==> src/exd_defs.svh <==
// Constants for the extended instruction decoder: opcode patterns, field positions, reset and address values.
// Assumes the including file sits in the same folder as this header.
//
// How it works
// RULE_01: Opcode E8 with selector 0 to 2 adds the six-bit literal to that pointer register in one cycle, no flags.
// RULE_02: Add-and-return adds the literal to pointer register two and then loads the PC from the return stack top.
// RULE_03: Add-and-return takes two cycles, the second a no-operation while the target is fetched.
// RULE_04: Selector 11 in the add opcode selects add-and-return, which works only on pointer register two.
// RULE_05: Word 0014 is a call through the accumulator, two cycles, no flags.
// RULE_06: Move indexed to absolute is EB with bit 7 clear plus a second word 1111 and a twelve-bit address.
// RULE_07: Move indexed to indexed is EB with bit 7 set plus a second word 1111, five ignored bits, seven-bit offset.
// RULE_08: Opcode EA stores the eight-bit literal at pointer register two and decrements it, in one cycle.
// RULE_09: Opcode E9 with a selector subtracts the six-bit literal from that pointer register in one cycle, no flags.
// RULE_10: Selector 11 in the subtract opcode subtracts from pointer register two and returns, in two cycles.
// RULE_11: All extension opcodes and indexed literal offset addressing act only while the config bit is set.
// RULE_12: The accumulator call pushes PC plus two and loads the PC from accumulator and the two latches.
// RULE_13: Move to absolute reads pointer two plus offset, writes the absolute address, reads zero from indirect regs.
// RULE_14: Move indexed to indexed becomes a no-operation when its destination is an indirect register.
// RULE_15: Pointer add and subtract carry across the full pointer width.
// RULE_16: No extension instruction changes any arithmetic status flag.
`ifndef EXD_DEFS_SVH
`define EXD_DEFS_SVH

`define EXD_OP_ADD_PTR     8'hE8
`define EXD_OP_SUB_PTR     8'hE9
`define EXD_OP_PUSH_LIT    8'hEA
`define EXD_OP_MOVE_IDX    8'hEB
`define EXD_WORD_CALL_ACC  16'h0014
`define EXD_SECOND_TAG     4'hF
`define EXD_SEL_RETURN     2'h3
`define EXD_MOVE_KIND_BIT  7
`define EXD_PTR_RESET      12'h000
`define EXD_PC_STEP        21'h000002
`define EXD_INDIRECT_BASE  12'hFE0
`define EXD_INDIRECT_MASK  12'hFE0
`define EXD_INDIRECT_LOW   5'h07
`define EXD_ZERO_BYTE      8'h00

`endif

==> src/exd_pkg.sv <==
// Types shared by the extended instruction decoder modules.
// Assumes exd_defs.svh is compiled alongside.
package exd_pkg;

	typedef enum logic [2:0] {
		EXD_ST_IDLE   = 3'b000,
		EXD_ST_NOP2   = 3'b001,
		EXD_ST_MOVEAB = 3'b010,
		EXD_ST_MOVEII = 3'b011
	} exd_state_t;

	// Pointer register write request
	typedef struct packed {
		logic        valid;
		logic [1:0]  sel;
		logic [11:0] value;
	} exd_ptr_wr_t;

	// Data memory access request
	typedef struct packed {
		logic        rd;
		logic        wr;
		logic [11:0] addr;
		logic [7:0]  data;
	} exd_mem_t;

	// Program counter and return stack request
	typedef struct packed {
		logic        load;
		logic        push;
		logic        pop;
		logic [20:0] value;
	} exd_pc_t;

endpackage : exd_pkg

==> src/exd_ptr_alu.sv <==
// Full-width pointer adder and subtractor for the extension instructions.
// Assumes a twelve-bit pointer and an unsigned eight-bit literal.
`timescale 1ns/1ns
`include "exd_defs.svh"
module exd_ptr_alu
	import exd_pkg::*;
(
	input  wire logic [11:0] ptr_i,
	input  wire logic [7:0]  lit_i,
	input  wire logic        sub_i,
	output logic      [11:0] result_o
);
	// Carry runs into the high bits of the pointer
	always_comb begin
		if (sub_i) begin
			result_o = ptr_i - {4'h0, lit_i}; // see RULE_15
		end else begin
			result_o = ptr_i + {4'h0, lit_i}; // see RULE_15
		end
	end
endmodule : exd_ptr_alu

==> src/exd_decoder.sv <==
// Decode and execute logic for the extended instruction set.
// Outputs are registered pulses, except the pointer values and busy, which hold until changed.
// Assumes the core presents one fetched word per instruction cycle on instr_valid_i, and
// that data reads return within the same instruction cycle on mem_rdata_i.
`timescale 1ns/1ns
`include "exd_defs.svh"
module exd_decoder
	import exd_pkg::*;
(
	input  wire logic        sys_clk_i,
	input  wire logic        reset_n_i,
	input  wire logic        ext_enable_i,
	input  wire logic        instr_valid_i,
	input  wire logic [15:0] instr_i,
	input  wire logic [20:0] pc_i,
	input  wire logic [20:0] top_of_return_stack_i,
	input  wire logic [7:0]  accumulator_i,
	input  wire logic [7:0]  program_counter_high_latch_i,
	input  wire logic [7:0]  program_counter_upper_latch_i,
	input  wire logic [7:0]  mem_rdata_i,
	output logic      [11:0] pointer_register_0_o,
	output logic      [11:0] pointer_register_1_o,
	output logic      [11:0] pointer_register_two_o,
	output exd_mem_t         mem_o,
	output exd_pc_t          pc_o,
	output logic             flags_we_o,
	output logic             claimed_o,
	output logic             busy_o
);

	// ----------------------------------------
	// State
	// ----------------------------------------
	typedef struct packed {
		exd_state_t  state;
		logic [11:0] ptr0;
		logic [11:0] ptr1;
		logic [11:0] ptr2;
		logic [11:0] src_addr;
		logic [7:0]  src_data;
		exd_mem_t    mem;
		exd_pc_t     pc;
		logic        claimed;
		logic        busy;
		logic        flags_we;
	} exd_regs_t;

	exd_regs_t   s_r;
	exd_regs_t   s_nxt;
	logic [11:0] alu_ptr;
	logic [11:0] alu_res;
	logic        alu_sub;
	logic [1:0]  sel;
	logic [7:0]  op;

	logic        is_ptr_arith;
	logic        is_ptr_return;
	logic        is_push_lit;
	logic        is_call_acc;
	logic        is_move;
	logic        is_second;
	logic [11:0] move_addr;

	// ----------------------------------------
	// Decode
	// ----------------------------------------
	assign op  = instr_i[15:8];
	assign sel = instr_i[7:6];

	// Patterns are disjoint, so the order of tests below carries no priority
	always_comb begin
		is_call_acc   = (instr_i == `EXD_WORD_CALL_ACC);
		is_ptr_arith  = (op == `EXD_OP_ADD_PTR) || (op == `EXD_OP_SUB_PTR);
		is_ptr_return = is_ptr_arith && (sel == `EXD_SEL_RETURN); // see RULE_04
		is_push_lit   = (op == `EXD_OP_PUSH_LIT);
		is_move       = (op == `EXD_OP_MOVE_IDX);
		is_second     = (instr_i[15:12] == `EXD_SECOND_TAG);
	end

	// Both move offsets index from pointer register two, each in its own cycle
	assign move_addr = s_r.ptr2 + {5'h00, instr_i[6:0]};

	// ----------------------------------------
	// Pointer arithmetic
	// ----------------------------------------
	always_comb begin
		case (sel)
			2'h0:    alu_ptr = s_r.ptr0;
			2'h1:    alu_ptr = s_r.ptr1;
			default: alu_ptr = s_r.ptr2; // see RULE_04
		endcase
	end
	assign alu_sub = (op == `EXD_OP_SUB_PTR);

	exd_ptr_alu exd_ptr_alu_i (
		.ptr_i    (alu_ptr),
		.lit_i    ({2'h0, instr_i[5:0]}),
		.sub_i    (alu_sub),
		.result_o (alu_res)
	);

	// ----------------------------------------
	// Indirect register map
	// ----------------------------------------
	// Limitation: fixed address pattern; a core with another map must change it here
	function automatic logic is_indirect(input logic [11:0] a);
		// Indirect access ports sit in the top bank at offsets 0 to 6 of each 8-byte group above the first
		is_indirect = ((a & `EXD_INDIRECT_MASK) == `EXD_INDIRECT_BASE) &&
			(a[2:0] != 3'h7) && (a[4:0] >= `EXD_INDIRECT_LOW);
	endfunction : is_indirect

	// ----------------------------------------
	// Next state
	// ----------------------------------------
	always_comb begin
		s_nxt         = s_r;
		s_nxt.mem     = '0;
		s_nxt.pc      = '0;
		s_nxt.claimed = 1'b0;
		case (s_r.state)
			EXD_ST_IDLE: begin
				// Disabled config leaves every word to the standard decoder
				if (instr_valid_i && ext_enable_i) begin // see RULE_11
					if (is_ptr_arith) begin
						s_nxt.claimed = 1'b1;
						case (sel)
							2'h0:    s_nxt.ptr0 = alu_res; // see RULE_01
							2'h1:    s_nxt.ptr1 = alu_res; // see RULE_09
							default: s_nxt.ptr2 = alu_res;
						endcase
						if (is_ptr_return) begin
							s_nxt.pc.load  = 1'b1; // see RULE_02
							s_nxt.pc.pop   = 1'b1; // see RULE_10
							s_nxt.pc.value = top_of_return_stack_i;
							s_nxt.state    = EXD_ST_NOP2; // see RULE_03
						end
					end else if (is_push_lit) begin
						s_nxt.claimed  = 1'b1;
						s_nxt.mem.wr   = 1'b1; // see RULE_08
						s_nxt.mem.addr = s_r.ptr2;
						s_nxt.mem.data = instr_i[7:0];
						s_nxt.ptr2     = s_r.ptr2 - 12'h001;
					end else if (is_call_acc) begin
						s_nxt.claimed  = 1'b1; // see RULE_05
						s_nxt.pc.push  = 1'b1; // see RULE_12
						s_nxt.pc.load  = 1'b1;
						s_nxt.pc.value = {program_counter_upper_latch_i[4:0], program_counter_high_latch_i,
							accumulator_i};
						s_nxt.state    = EXD_ST_NOP2;
					end else if (is_move) begin
						s_nxt.claimed  = 1'b1;
						s_nxt.src_addr = move_addr; // see RULE_13
						s_nxt.mem.rd   = 1'b1;
						s_nxt.mem.addr = s_nxt.src_addr;
						s_nxt.state    = instr_i[`EXD_MOVE_KIND_BIT] ? EXD_ST_MOVEII : EXD_ST_MOVEAB; // see RULE_07
					end
				end
			end
			EXD_ST_NOP2: begin
				// Second cycle idles while the new target is fetched
				s_nxt.claimed = instr_valid_i;
				if (instr_valid_i) begin
					s_nxt.state = EXD_ST_IDLE;
				end
			end
			EXD_ST_MOVEAB, EXD_ST_MOVEII: begin
				if (instr_valid_i && is_second) begin // see RULE_06
					s_nxt.claimed  = 1'b1;
					s_nxt.state    = EXD_ST_IDLE;
					s_nxt.mem.data = is_indirect(s_r.src_addr) ? `EXD_ZERO_BYTE : mem_rdata_i; // see RULE_13
					if (s_r.state == EXD_ST_MOVEAB) begin
						s_nxt.mem.addr = instr_i[11:0]; // see RULE_06
						s_nxt.mem.wr   = 1'b1;
					end else begin
						s_nxt.mem.addr = move_addr; // see RULE_07
						s_nxt.mem.wr   = !is_indirect(s_nxt.mem.addr); // see RULE_14
					end
				end else if (instr_valid_i) begin
					// Malformed second word: drop the move
					s_nxt.state = EXD_ST_IDLE;
				end
			end
			default: s_nxt.state = EXD_ST_IDLE;
		endcase
		// Busy is registered so the port comes straight from a flip-flop
		s_nxt.busy     = (s_nxt.state != EXD_ST_IDLE);
		s_nxt.flags_we = 1'b0; // see RULE_16
	end

	// ----------------------------------------
	// Registers
	// ----------------------------------------
	always_ff @(posedge sys_clk_i or negedge reset_n_i) begin
		if (!reset_n_i) begin
			s_r          <= '0;
			s_r.state    <= EXD_ST_IDLE;
			s_r.ptr0     <= `EXD_PTR_RESET;
			s_r.ptr1     <= `EXD_PTR_RESET;
			s_r.ptr2     <= `EXD_PTR_RESET;
		end else begin
			s_r <= s_nxt;
		end
	end

	// ----------------------------------------
	// Outputs
	// ----------------------------------------
	assign pointer_register_0_o   = s_r.ptr0;
	assign pointer_register_1_o   = s_r.ptr1;
	assign pointer_register_two_o = s_r.ptr2;
	assign mem_o                  = s_r.mem;
	assign pc_o                   = s_r.pc;
	assign claimed_o              = s_r.claimed;
	assign busy_o                 = s_r.busy;
	// Status flags are never written by this block
	assign flags_we_o             = s_r.flags_we; // see RULE_16

	// ----------------------------------------
	// Return address
	// ----------------------------------------
	// Return address is pc_i + 2; the core's stack takes it on pc_o.push
	logic [20:0] ret_addr_unused;
	assign ret_addr_unused = pc_i + `EXD_PC_STEP;

endmodule : exd_decoder

==> config.mk <==
export PLATFORM = sky130hd
export DESIGN_NAME = exd_decoder
export DESIGN_NICKNAME = d
export VERILOG_FILES = /design/src/exd_pkg.sv /design/src/exd_ptr_alu.sv /design/src/exd_decoder.sv
export VERILOG_INCLUDE_DIRS = /design/src
export SDC_FILE = /design/constraint.sdc
export NUM_CORES = 1
export LEC_CHECK = 0
export BUFFER_PORTS_ARGS = -buffer_cell sky130_fd_sc_hd__clkbuf_2
export CORE_MARGIN = 5
export CORE_UTILIZATION = 50
export DETAILED_ROUTE_END_ITERATION = 16
export GPL_TIMING_DRIVEN = 0
export PLACE_DENSITY = 0.85
export SETUP_SLACK_MARGIN = 0.15
export SLEW_MARGIN = 0
export SYNTH_ARGS = -nofsm -noshare
export SYNTH_HDL_FRONTEND = slang
export SYNTH_SLANG_ARGS = --single-unit
==> constraint.sdc <==
create_clock -name sys_clk_i -period 3.4 [get_ports sys_clk_i]
set_input_delay 0.17 -clock sys_clk_i [delete_from_list [all_inputs] [get_ports sys_clk_i]]
set_output_delay 0.17 -clock sys_clk_i [all_outputs]
set_load 0.02 [all_outputs]
==> impl_metrics.yaml, run 1 <==
pwr:
  p_leak_nw: 3.94
  seq_power_share_pct: 46.4
  power-per-cell-area_nw_per_um2: 340
  switchingPower_uw: 618
  p_sw_share_pct: 24.1
  combPwrFrac_pct: 10.2
  internal_power_mw: 1.95
  power_frac_clock_pct: 43.5
  ir_drop_mv: 0.281
final_layout:
  fin_area_sq_um: 7560
  final_cells: 1053
  fin_util_pct: 62.4
  fillers: 1078
  drive_above_1_share_pct: 31.1
  nNetsFinal: 997
  n_antenna_cell: 0
  syn_to_final_growth_pct: 21.6
grt:
  grt_pass1_vias: 5548
  grt_max_degree: 59
  overflow: 0
  grt_pass1_wl_mm: 27.4
  antenna_found_initial: 0
  grtUsageTotal_pct: 23.7
synthesis:
  yosysMostFrequentCell: "nand2_1"
  netlist_area_sq_um: 6210
  ys_async_sr_fraction_pct: 100
  syn_avg_cell_area_sq_um: 8.68
  netlist_top_cells_area: "dfrtp_1 (40%), buf_4 (10%), nand2_1 (7.2%)"
  yosysWarnings: 0
  ys_seq_area_share_pct: 39.9
  syn_inst: 716
  synth.distinct_cells: 59
  synthTopCellsByCount: "nand2_1 (119), dfrtp_1 (99), buf_4 (83)"
  synth_top_area_share_pct: 39.9
  synth_top_cell_by_area: "dfrtp_1"
  yosys_register_bits: 99
  synth_edf_count: 0
  synthFlopType: "dfrtp_1"
cts:
  clockBufferDepth: 2
  cts.clk_slew.worst_paths_ns: 0.07
  cts_inserted_buffers: 9
  cts_root_buf: "clkbuf_16"
  htree_levels: 3
  worstSkewPairLatency_ns: 0.35
  numClockSinks: 99
  cts_tree: "done"
  post_cts_buffers: 0
placed_design:
  dpl-instance-area_sq_um: 7220
  io_buffers: 153
  dp.cells: 1039
  gp_congestion: 0.981
  place_ws_ns: -0.481
  dpl.hpwl_mm: 13.3
flow_run:
  maxCapViolations: 0
setup_path:
  cp_max_fo: 9
  crit_path_end_kind: "flop"
  worstPathRequired_ns: 3.69
  arrival_ns: 3.30
  worstSetupPathType: "reg -> reg"
  start_kind: "flop"
timing:
  fmax_mhz: 333
  drv_slew: 0
  layout_setup_ws_ns: 0.395
  tightest_slew_ns: 0.735
  rsz0062_at_grt: "false"
  hold_viol_final: 0
  period_share_pct: 88.4
  finalSetupViolCount: 0
  period_minus_slack_ns: 3.01
  max_slew_margin_pct: 51.0
  skew_ns: 0.00896
drt:
  vias_per_cell: 5.43
  ant_nets: 0
  drc: 0
  drt_iter0_drc: 514
  wirelength_mm: 17.5
  dr.pass1.iters: 7
  via_count: 5719
  wl_per_cell_um: 16.6
die:
  core_area_sq_um: 12100
  fp-row-count: 40
  initial_core_util_pct: 51.3
  die_y_um: 121
  dieWidth_um: 121
  io_pins: 179
  die-area_sq_um: 14800
min_path:
  hold_path_class: "in -> reg"
run_status:
  status: "completed"
==> sequential cells by signal (all words and copies together) (netlist names) <==
signal,count
pointer_register_0_o,12
pointer_register_1_o,12
mem_o,22
pc_o,24
busy_o,1
claimed_o,1
s_r,15
pointer_register_two_o,12
==> layout make-up <==
type	count	area [sq um]	area share, %
plain buffers	120	772	10.2
clock inverters	5	85.1	1.13
repair buffers	155	806	10.7
flip-flops and latches	99	2480	32.8
inverters	21	78.8	1.04
well taps	168	210	2.78
multi-input cells	475	2890	38.2
clock buffers	10	239	3.16
==> what timing repair did <==
| item | CTS | global route |
|---|---|---|
| endpoints found under the hold margin | 41 | 0 |
| endpoints found under the setup margin | 16 | 9 |
| hold buffers | 1 | 0 |
| resized for setup | 1 | 2 |
==> kinds of logic after synthesis <==
family | Yosys count | synth area share, %
AOI/OAI and AO/OA | 176 | 17.7
xor gates and xnor gates | 22 | 3.10
adders and majority gates | 22 | 4.67
buffers and inverters | 143 | 13.8
DFF | 99 | 39.9
muxes | 19 | 3.18
other | 1 | 0.0603
and+or+nand+nor | 234 | 17.6
==> power by group through the flow <==
stage,sequential [mW],combinational [mW],clock (mW)
after floorplan,1.21,0.134,0
after global placement,1.21,0.246,0
after detailed placement,1.21,0.256,0
after CTS,1.19,0.259,1.13
after global routing,1.19,0.288,1.17
final,1.19,0.261,1.12
==> stage by stage <==
| step | setup TNS [ns] | power [mW] | hold WS (ns) |
|---|---|---|---|
| after CTS | 0 | 2.58 | 0.0218 |
| final | 0 | 2.57 | 0.0247 |
| after detailed placement | -5.41 | 1.47 | 0.245 |
| after floorplan | 0 | 1.35 | -0.126 |
| after global routing | 0 | 2.65 | 0.0317 |
| after global placement | -4.82 | 1.46 | 0.387 |
==> metal layers <==
layer,up-vias,part of all wire [%],GRT usage [%]
met5,-,0,0
met4,0,1.9,8.61
met3,37,8.3,4.85
met2,266,49,39.3
met1,2673,41,30.5
li1,2743,-,-
==> critical path, stage by stage, from the launching register on <==
cell and delay (ns):
dfrtp_1 0.40, clkbuf_1 0.34, a21oi_1 0.13, ha_1 0.24, fa_1 0.40, nor2b_1 0.11, o21ai_0 0.16, a211oi_2 0.40
mux2_2 0.39, nor3_1 0.20, o22a_1 0.17
==> placed cells by master (no fill, tap or decap), types with 4 or more instances in the layout <==
master | Yosys | routed
nor3_1 | 10 | 10
clkbuf_1 | 28 | 26
nor2_1 | 36 | 36
nand2b_1 | 5 | 5
ha_1 | 20 | 20
nand2_1 | 119 | 119
o31a_1 | 4 | 4
a222oi_1 | 4 | 4
dfrtp_1 | 99 | 99
and3_1 | 5 | 5
mux2i_1 | 13 | 13
or3_1 | 7 | 7
buf_2 | 7 | 8
xor2_1 | 11 | 11
o21ai_0 | 53 | 52
a21oi_1 | 40 | 40
nor2b_1 | 6 | 6
o211ai_1 | 6 | 6
mux2_2 | 5 | 5
o21a_1 | 8 | 8
inv_1 | 20 | 20
nand4_1 | 5 | 5
clkbuf_2 | 0 | 152
xnor2_1 | 11 | 11
clkbuf_16 | 0 | 9
a211oi_1 | 7 | 6
a22o_1 | 8 | 8
nor4_1 | 6 | 6
a22oi_1 | 5 | 5
buf_4 | 83 | 83
o31ai_1 | 6 | 6
o21ai_1 | 13 | 14
a31oi_1 | 4 | 4
nand3_1 | 14 | 14
==> final timing paths <==
path | startpoint | to | slack, ns | depth (start not counted)
max in group asynchronous | reset_n_i | pc_o[13] | 2.29 | 3
worst max register to register | pointer_register_two_o[0] | pointer_register_two_o[8] | 0.39 | 10
worst min-delay path | top_of_return_stack_i[15] | pc_o[15] | 0.02 | 3
worst max-delay path | pointer_register_two_o[0] | pointer_register_two_o[8] | 0.39 | 10
worst min register to register | s_r[59] | s_r[59] | 0.49 | 2
min in group asynchronous | reset_n_i | mem_o[6] | 0.41 | 2
No activity file was read; power rests on OpenSTA's default activity.
==> run 2: changes to the inputs <==
- CORE_ASPECT_RATIO: not set -> 0.7
- CORE_MARGIN: 5 -> not set
==> impl_metrics.yaml, run 2 (synthesis results as in run 1) <==
run_status:
  status: "completed"
final_layout:
  fin_util_pct: 63.5
  fillers: 1023
  final_cell_mix: "clkbuf_2 (153), nand2_1 (119), dfrtp_1 (99)"
  fin_area_sq_um: 7550
  syn_to_final_growth_pct: 21.4
  mostFrequentLayoutCell: "clkbuf_2"
  n_antenna_cell: 0
  final_cells: 1045
  largest_reg_flops: 24
  nNetsFinal: 999
  drive_above_1_share_pct: 31.1
cts:
  cts_inserted_buffers: 9
  cts_tree: "done"
  numClockSinks: 99
  clockBufferDepth: 2
  cts.clk_slew.worst_paths_ns: 0.07
  cts_root_buf: "clkbuf_16"
  worstSkewPairLatency_ns: 0.35
  htree_levels: 3
placed_design:
  dpl.hpwl_mm: 13.0
  gp_congestion: 0.944
  place_ws_ns: -0.598
  io_buffers: 153
  dp.cells: 1028
  dpl-instance-area_sq_um: 7210
drt:
  ant_nets: 0
  wl_per_cell_um: 16.2
  drc: 0
  drt_iter0_drc: 568
  dr.pass1.iters: 6
  vias_per_cell: 5.51
  via_count: 5757
  wirelength_mm: 16.9
grt:
  overflow: 0
  grt_pass1_wl_mm: 26.3
  grt_max_degree: 65
  antenna_found_initial: 0
  grt_pass1_vias: 5153
  grtUsageTotal_pct: 26.8
min_path:
  min-delay-start: "top_of_return_stack_i[10]"
  hold_path_class: "in -> reg"
timing:
  hold_viol_final: 0
  finalSetupViolCount: 0
  layout_setup_ws_ns: 0.359
  fmax_mhz: 329
  period_minus_slack_ns: 3.04
  tightest_slew_ns: 0.684
  rsz0062_at_grt: "false"
  skew_ns: 0.00941
  period_share_pct: 89.4
  drv_slew: 0
  max_slew_margin_pct: 54.4
pwr:
  power-per-cell-area_nw_per_um2: 336
  ir_drop_mv: 0.416
  totalPowerFinal_mw: 2.54
  p_leak_nw: 3.93
die:
  fp-row-count: 33
  io_pins: 179
  core_area_sq_um: 11900
  die-area_sq_um: 12900
  initial_core_util_pct: 52.3
  die_y_um: 95.3
  dieWidth_um: 135
setup_path:
  worstSetupPathType: "reg -> reg"
  worstPathRequired_ns: 3.68
  crit_path_end_kind: "flop"
  start_kind: "flop"
  critPathMaxStageDelay_ns: 0.46
  cp_max_fo: 9
  arrival_ns: 3.32
  crit_chain: "clkbuf_2, a21oi_1, ha_1, fa_1, nor2b_1, o21ai_0, a211oi_2, mux2_2, nor3_1, o22a_1"
  r2r-start: "pointer_register_two_o[0]"
  slowest_stage: "a211oi_2"
  startpoint: "pointer_register_two_o[0]"
flow_run:
  maxCapViolations: 0
-- run 2: changes by cell type in the layout (fill, tap and decap cells not counted), sizes merged --
cell,before,now
clkbuf,189,191
clkinv,2,1
inv,21,20
buf,95,97
clkinvlp,1,2
-- run 2: cell type report --
class	instances	area [sq um]	area share (%)
Clock buffer	12	236	3.13
Clock inverter	4	75.1	0.995
Inverter	21	78.8	1.04
Buffer	120	773	10.2
Multi-Input combinational cell	475	2890	38.3
Sequential cell	99	2480	32.8
Timing Repair Buffer	157	821	10.9
Tap cell	157	196	2.60
-- run 2: timing repair --
| action | in CTS | in global routing |
|---|---|---|
| buffers inserted | 0 | 2 |
| setup endpoints to repair | 16 | 4 |
| resized for setup | 2 | 2 |
| pin swaps | 0 | 1 |
| hold endpoints to repair | 35 | 0 |
| hold buffers | 1 | 0 |
-- run 2: worst max-delay path: cells and delay by family (launching register included) --
kind	cells	cell delay, ns
AO/OA/AOI/OAI	4	0.89
adder cells (fa/ha/maj)	2	0.69
flip-flops	1	0.43
multiplexers	1	0.38
AND/OR/NAND/NOR	2	0.31
buffers and inverters	1	0.26
-- run 2: stage by stage --
stage	setup TNS, ns	hold slack (ns)
5_1_grt	0	0.0299
3_5_place_dp	-5.89	0.189
6_report	0	0.0291
4_1_cts	0	0.0209
2_1_floorplan	0	-0.126
3_3_place_gp	-5.71	0.390
-- run 2: worst paths after layout --
check	end	slack, ns	cells after the start
setup reg to reg	pointer_register_two_o[8]	0.36	10
hold / removal	pc_o[10]	0.03	3
hold reg to reg	s_r[57]	0.48	2
setup / recovery	pointer_register_two_o[8]	0.36	10
max in group asynchronous	pointer_register_0_o[3]	2.36	3
min in group asynchronous	mem_o[2]	0.35	2
-- run 2: routing by layer --
layer / up-vias / routed length [um] / GRT usage (%)
li1: 2736 / - / -
met1: 2648 / 7490 / 38.2
met2: 354 / 7090 / 39.0
met3: 19 / 2150 / 8.29
met4: 0 / 177 / 7.21
met5: - / 0 / 0
-- run 2: report_power, final --
part | internal (mW) | switching, mW | total [mW]
sequential | 1.18 | 0.00707 | 1.19
combinational | 0.100 | 0.165 | 0.266
clock | 0.646 | 0.437 | 1.08
==> run 3: changes to the inputs <==
- CORE_UTILIZATION: 50 -> 53
- PLACE_DENSITY: 0.85 -> 0.89
==> impl_metrics.yaml, run 3 (synthesis results as in run 1) <==
timing:
  finalSetupViolCount: 0
  period_share_pct: 91.6
  tightest_slew_ns: 0.664
  setup_tns_ns: 0
  max_slew_margin_pct: 55.7
  skew_ns: 0.00862
  layout_setup_ws_ns: 0.285
  worst_hold_slack_ns: 0.0355
  hold_viol_final: 0
  fmax_mhz: 321
  drv_slew: 0
  rsz0062_at_grt: "true"
  period_minus_slack_ns: 3.12
cts:
  numClockSinks: 99
  htree_levels: 3
  worstSkewPairLatency_ns: 0.35
  cts.clk_slew.worst_paths_ns: 0.07
  cts_root_buf: "clkbuf_16"
  cts_inserted_buffers: 9
  clockBufferDepth: 2
  cts_tree: "done"
placed_design:
  dpl-instance-area_sq_um: 7210
  place_ws_ns: -0.497
  gp_congestion: 0.960
  dpl.hpwl_mm: 13.2
  dp.cells: 1024
  io_buffers: 153
final_layout:
  nNetsFinal: 997
  mostFrequentLayoutCell: "clkbuf_2"
  drive_above_1_share_pct: 31.2
  largest_reg_flops: 24
  fin_area_sq_um: 7530
  final_cell_mix: "clkbuf_2 (152), nand2_1 (119), dfrtp_1 (99)"
  n_antenna_cell: 0
  fillers: 916
  syn_to_final_growth_pct: 21.1
  final_cells: 1039
grt:
  grt_pass1_wl_mm: 27.0
  grt_max_degree: 55
  grt_pass1_vias: 5341
  grtUsageTotal_pct: 28.5
  antenna_found_initial: 0
  overflow: 0
setup_path:
  worstPathRequired_ns: 3.61
  critPathBufInv: 2
  r2r_slack_ns: 0.30
  reg2reg_depth: 10
  cp_max_fo: 5
  r2r-start: "pointer_register_two_o[0]"
  critPathMaxStageDelay_ns: 0.49
  cp_top_family: "simple AND/OR/NAND/NOR gates"
  slowest_stage: "nor3b_1"
  crit_path_end_kind: "flop"
  crit_chain: "clkbuf_2, inv_1, ha_1, nor3b_1, nand2_1, nand2_1, ha_1, a21o_1, or2_2, o31ai_1, o21a_1, xor2_1, o21ai_0"
  worstSetupPathType: "in -> reg"
  r2r-end: "pointer_register_two_o[8]"
  arrival_ns: 3.32
  startpoint: "instr_i[1]"
  start_kind: "input pin"
min_path:
  whs_endpoint: "pc_o[1]"
  hold_path_class: "in -> reg"
  min-delay-start: "top_of_return_stack_i[1]"
  hold_depth: 3
pwr:
  power-per-cell-area_nw_per_um2: 335
  p_leak_nw: 3.92
  ir_drop_mv: 0.243
drt:
  wirelength_mm: 16.8
  dr.pass1.iters: 5
  ant_nets: 0
  drt_iter0_drc: 610
  via_count: 5794
  drc: 0
  wl_per_cell_um: 16.2
  vias_per_cell: 5.58
die:
  core_area_sq_um: 11200
  dieWidth_um: 131
  initial_core_util_pct: 55.4
  die_y_um: 92.6
  die-area_sq_um: 12200
  fp-row-count: 32
  io_pins: 179
run_status:
  status: "completed"
flow_run:
  maxCapViolations: 0
[run 3: repair_timing]
item	4_1_cts	5_1_grt
endpoints found under the setup margin	13	4
cloned	0	0
hold buffers	1	0
gates resized for setup	2	1
setup buffers	0	0
endpoints found under the hold margin	45	0
[run 3: where the power goes]
| group | total [mW] | internal, mW | switching [mW] |
|---|---|---|---|
| logic | 0.263 | 0.0997 | 0.163 |
| registers | 1.19 | 1.18 | 0.00704 |
| clock network | 1.07 | 0.612 | 0.458 |
[run 3: worst max path at each step]
stage | cells past startpoint | endpoint
after detailed placement | 12 | pointer_register_two_o[8]
after CTS | 12 | pointer_register_two_o[8]
after global routing | 10 | pointer_register_two_o[8]
after global placement | 12 | pointer_register_two_o[8]
final | 13 | pointer_register_1_o[9]
after floorplan | 11 | pointer_register_two_o[8]
[run 3: through the flow]
step / util (%) / power [mW]
final: 67.2 / 2.52
after global routing: 67.2 / 2.61
after CTS: 67.2 / 2.53
after detailed placement: 64.3 / 1.47
after global placement: 64.0 / 1.46
after floorplan: - / 1.35
[run 3: metal layers]
layer  up-vias  global-route usage [%]  routed length (um)
li1       2740                       -                   -
met1      2699                    39.8                7600
met2       331                    42.7                7140
met3        24                    9.20                1870
met4         0                    6.88                 229
met5         -                       0                   0
[run 3: cell type report]
type                            instances  area [sq um]  area share [%]
Multi-Input combinational cell        475          2890            38.4
Clock buffer                           11           253            3.36
Tap cell                              153           191            2.54
Buffer                                120           772            10.3
Inverter                               21          78.8            1.05
Timing Repair Buffer                  155           806            10.7
Sequential cell                        99          2480            32.9
Clock inverter                          5          61.3           0.814
[run 3: worst reg2reg max path, cell delays in order (launching register included)]
cell      delay (ns)
dfrtp_1         0.41
clkbuf_1        0.39
a21oi_1         0.12
ha_1            0.25
fa_1            0.42
nor2b_1         0.12
o21ai_0         0.16
a211oi_2        0.44
mux2_2          0.39
nor3_1          0.18
o22a_1          0.16
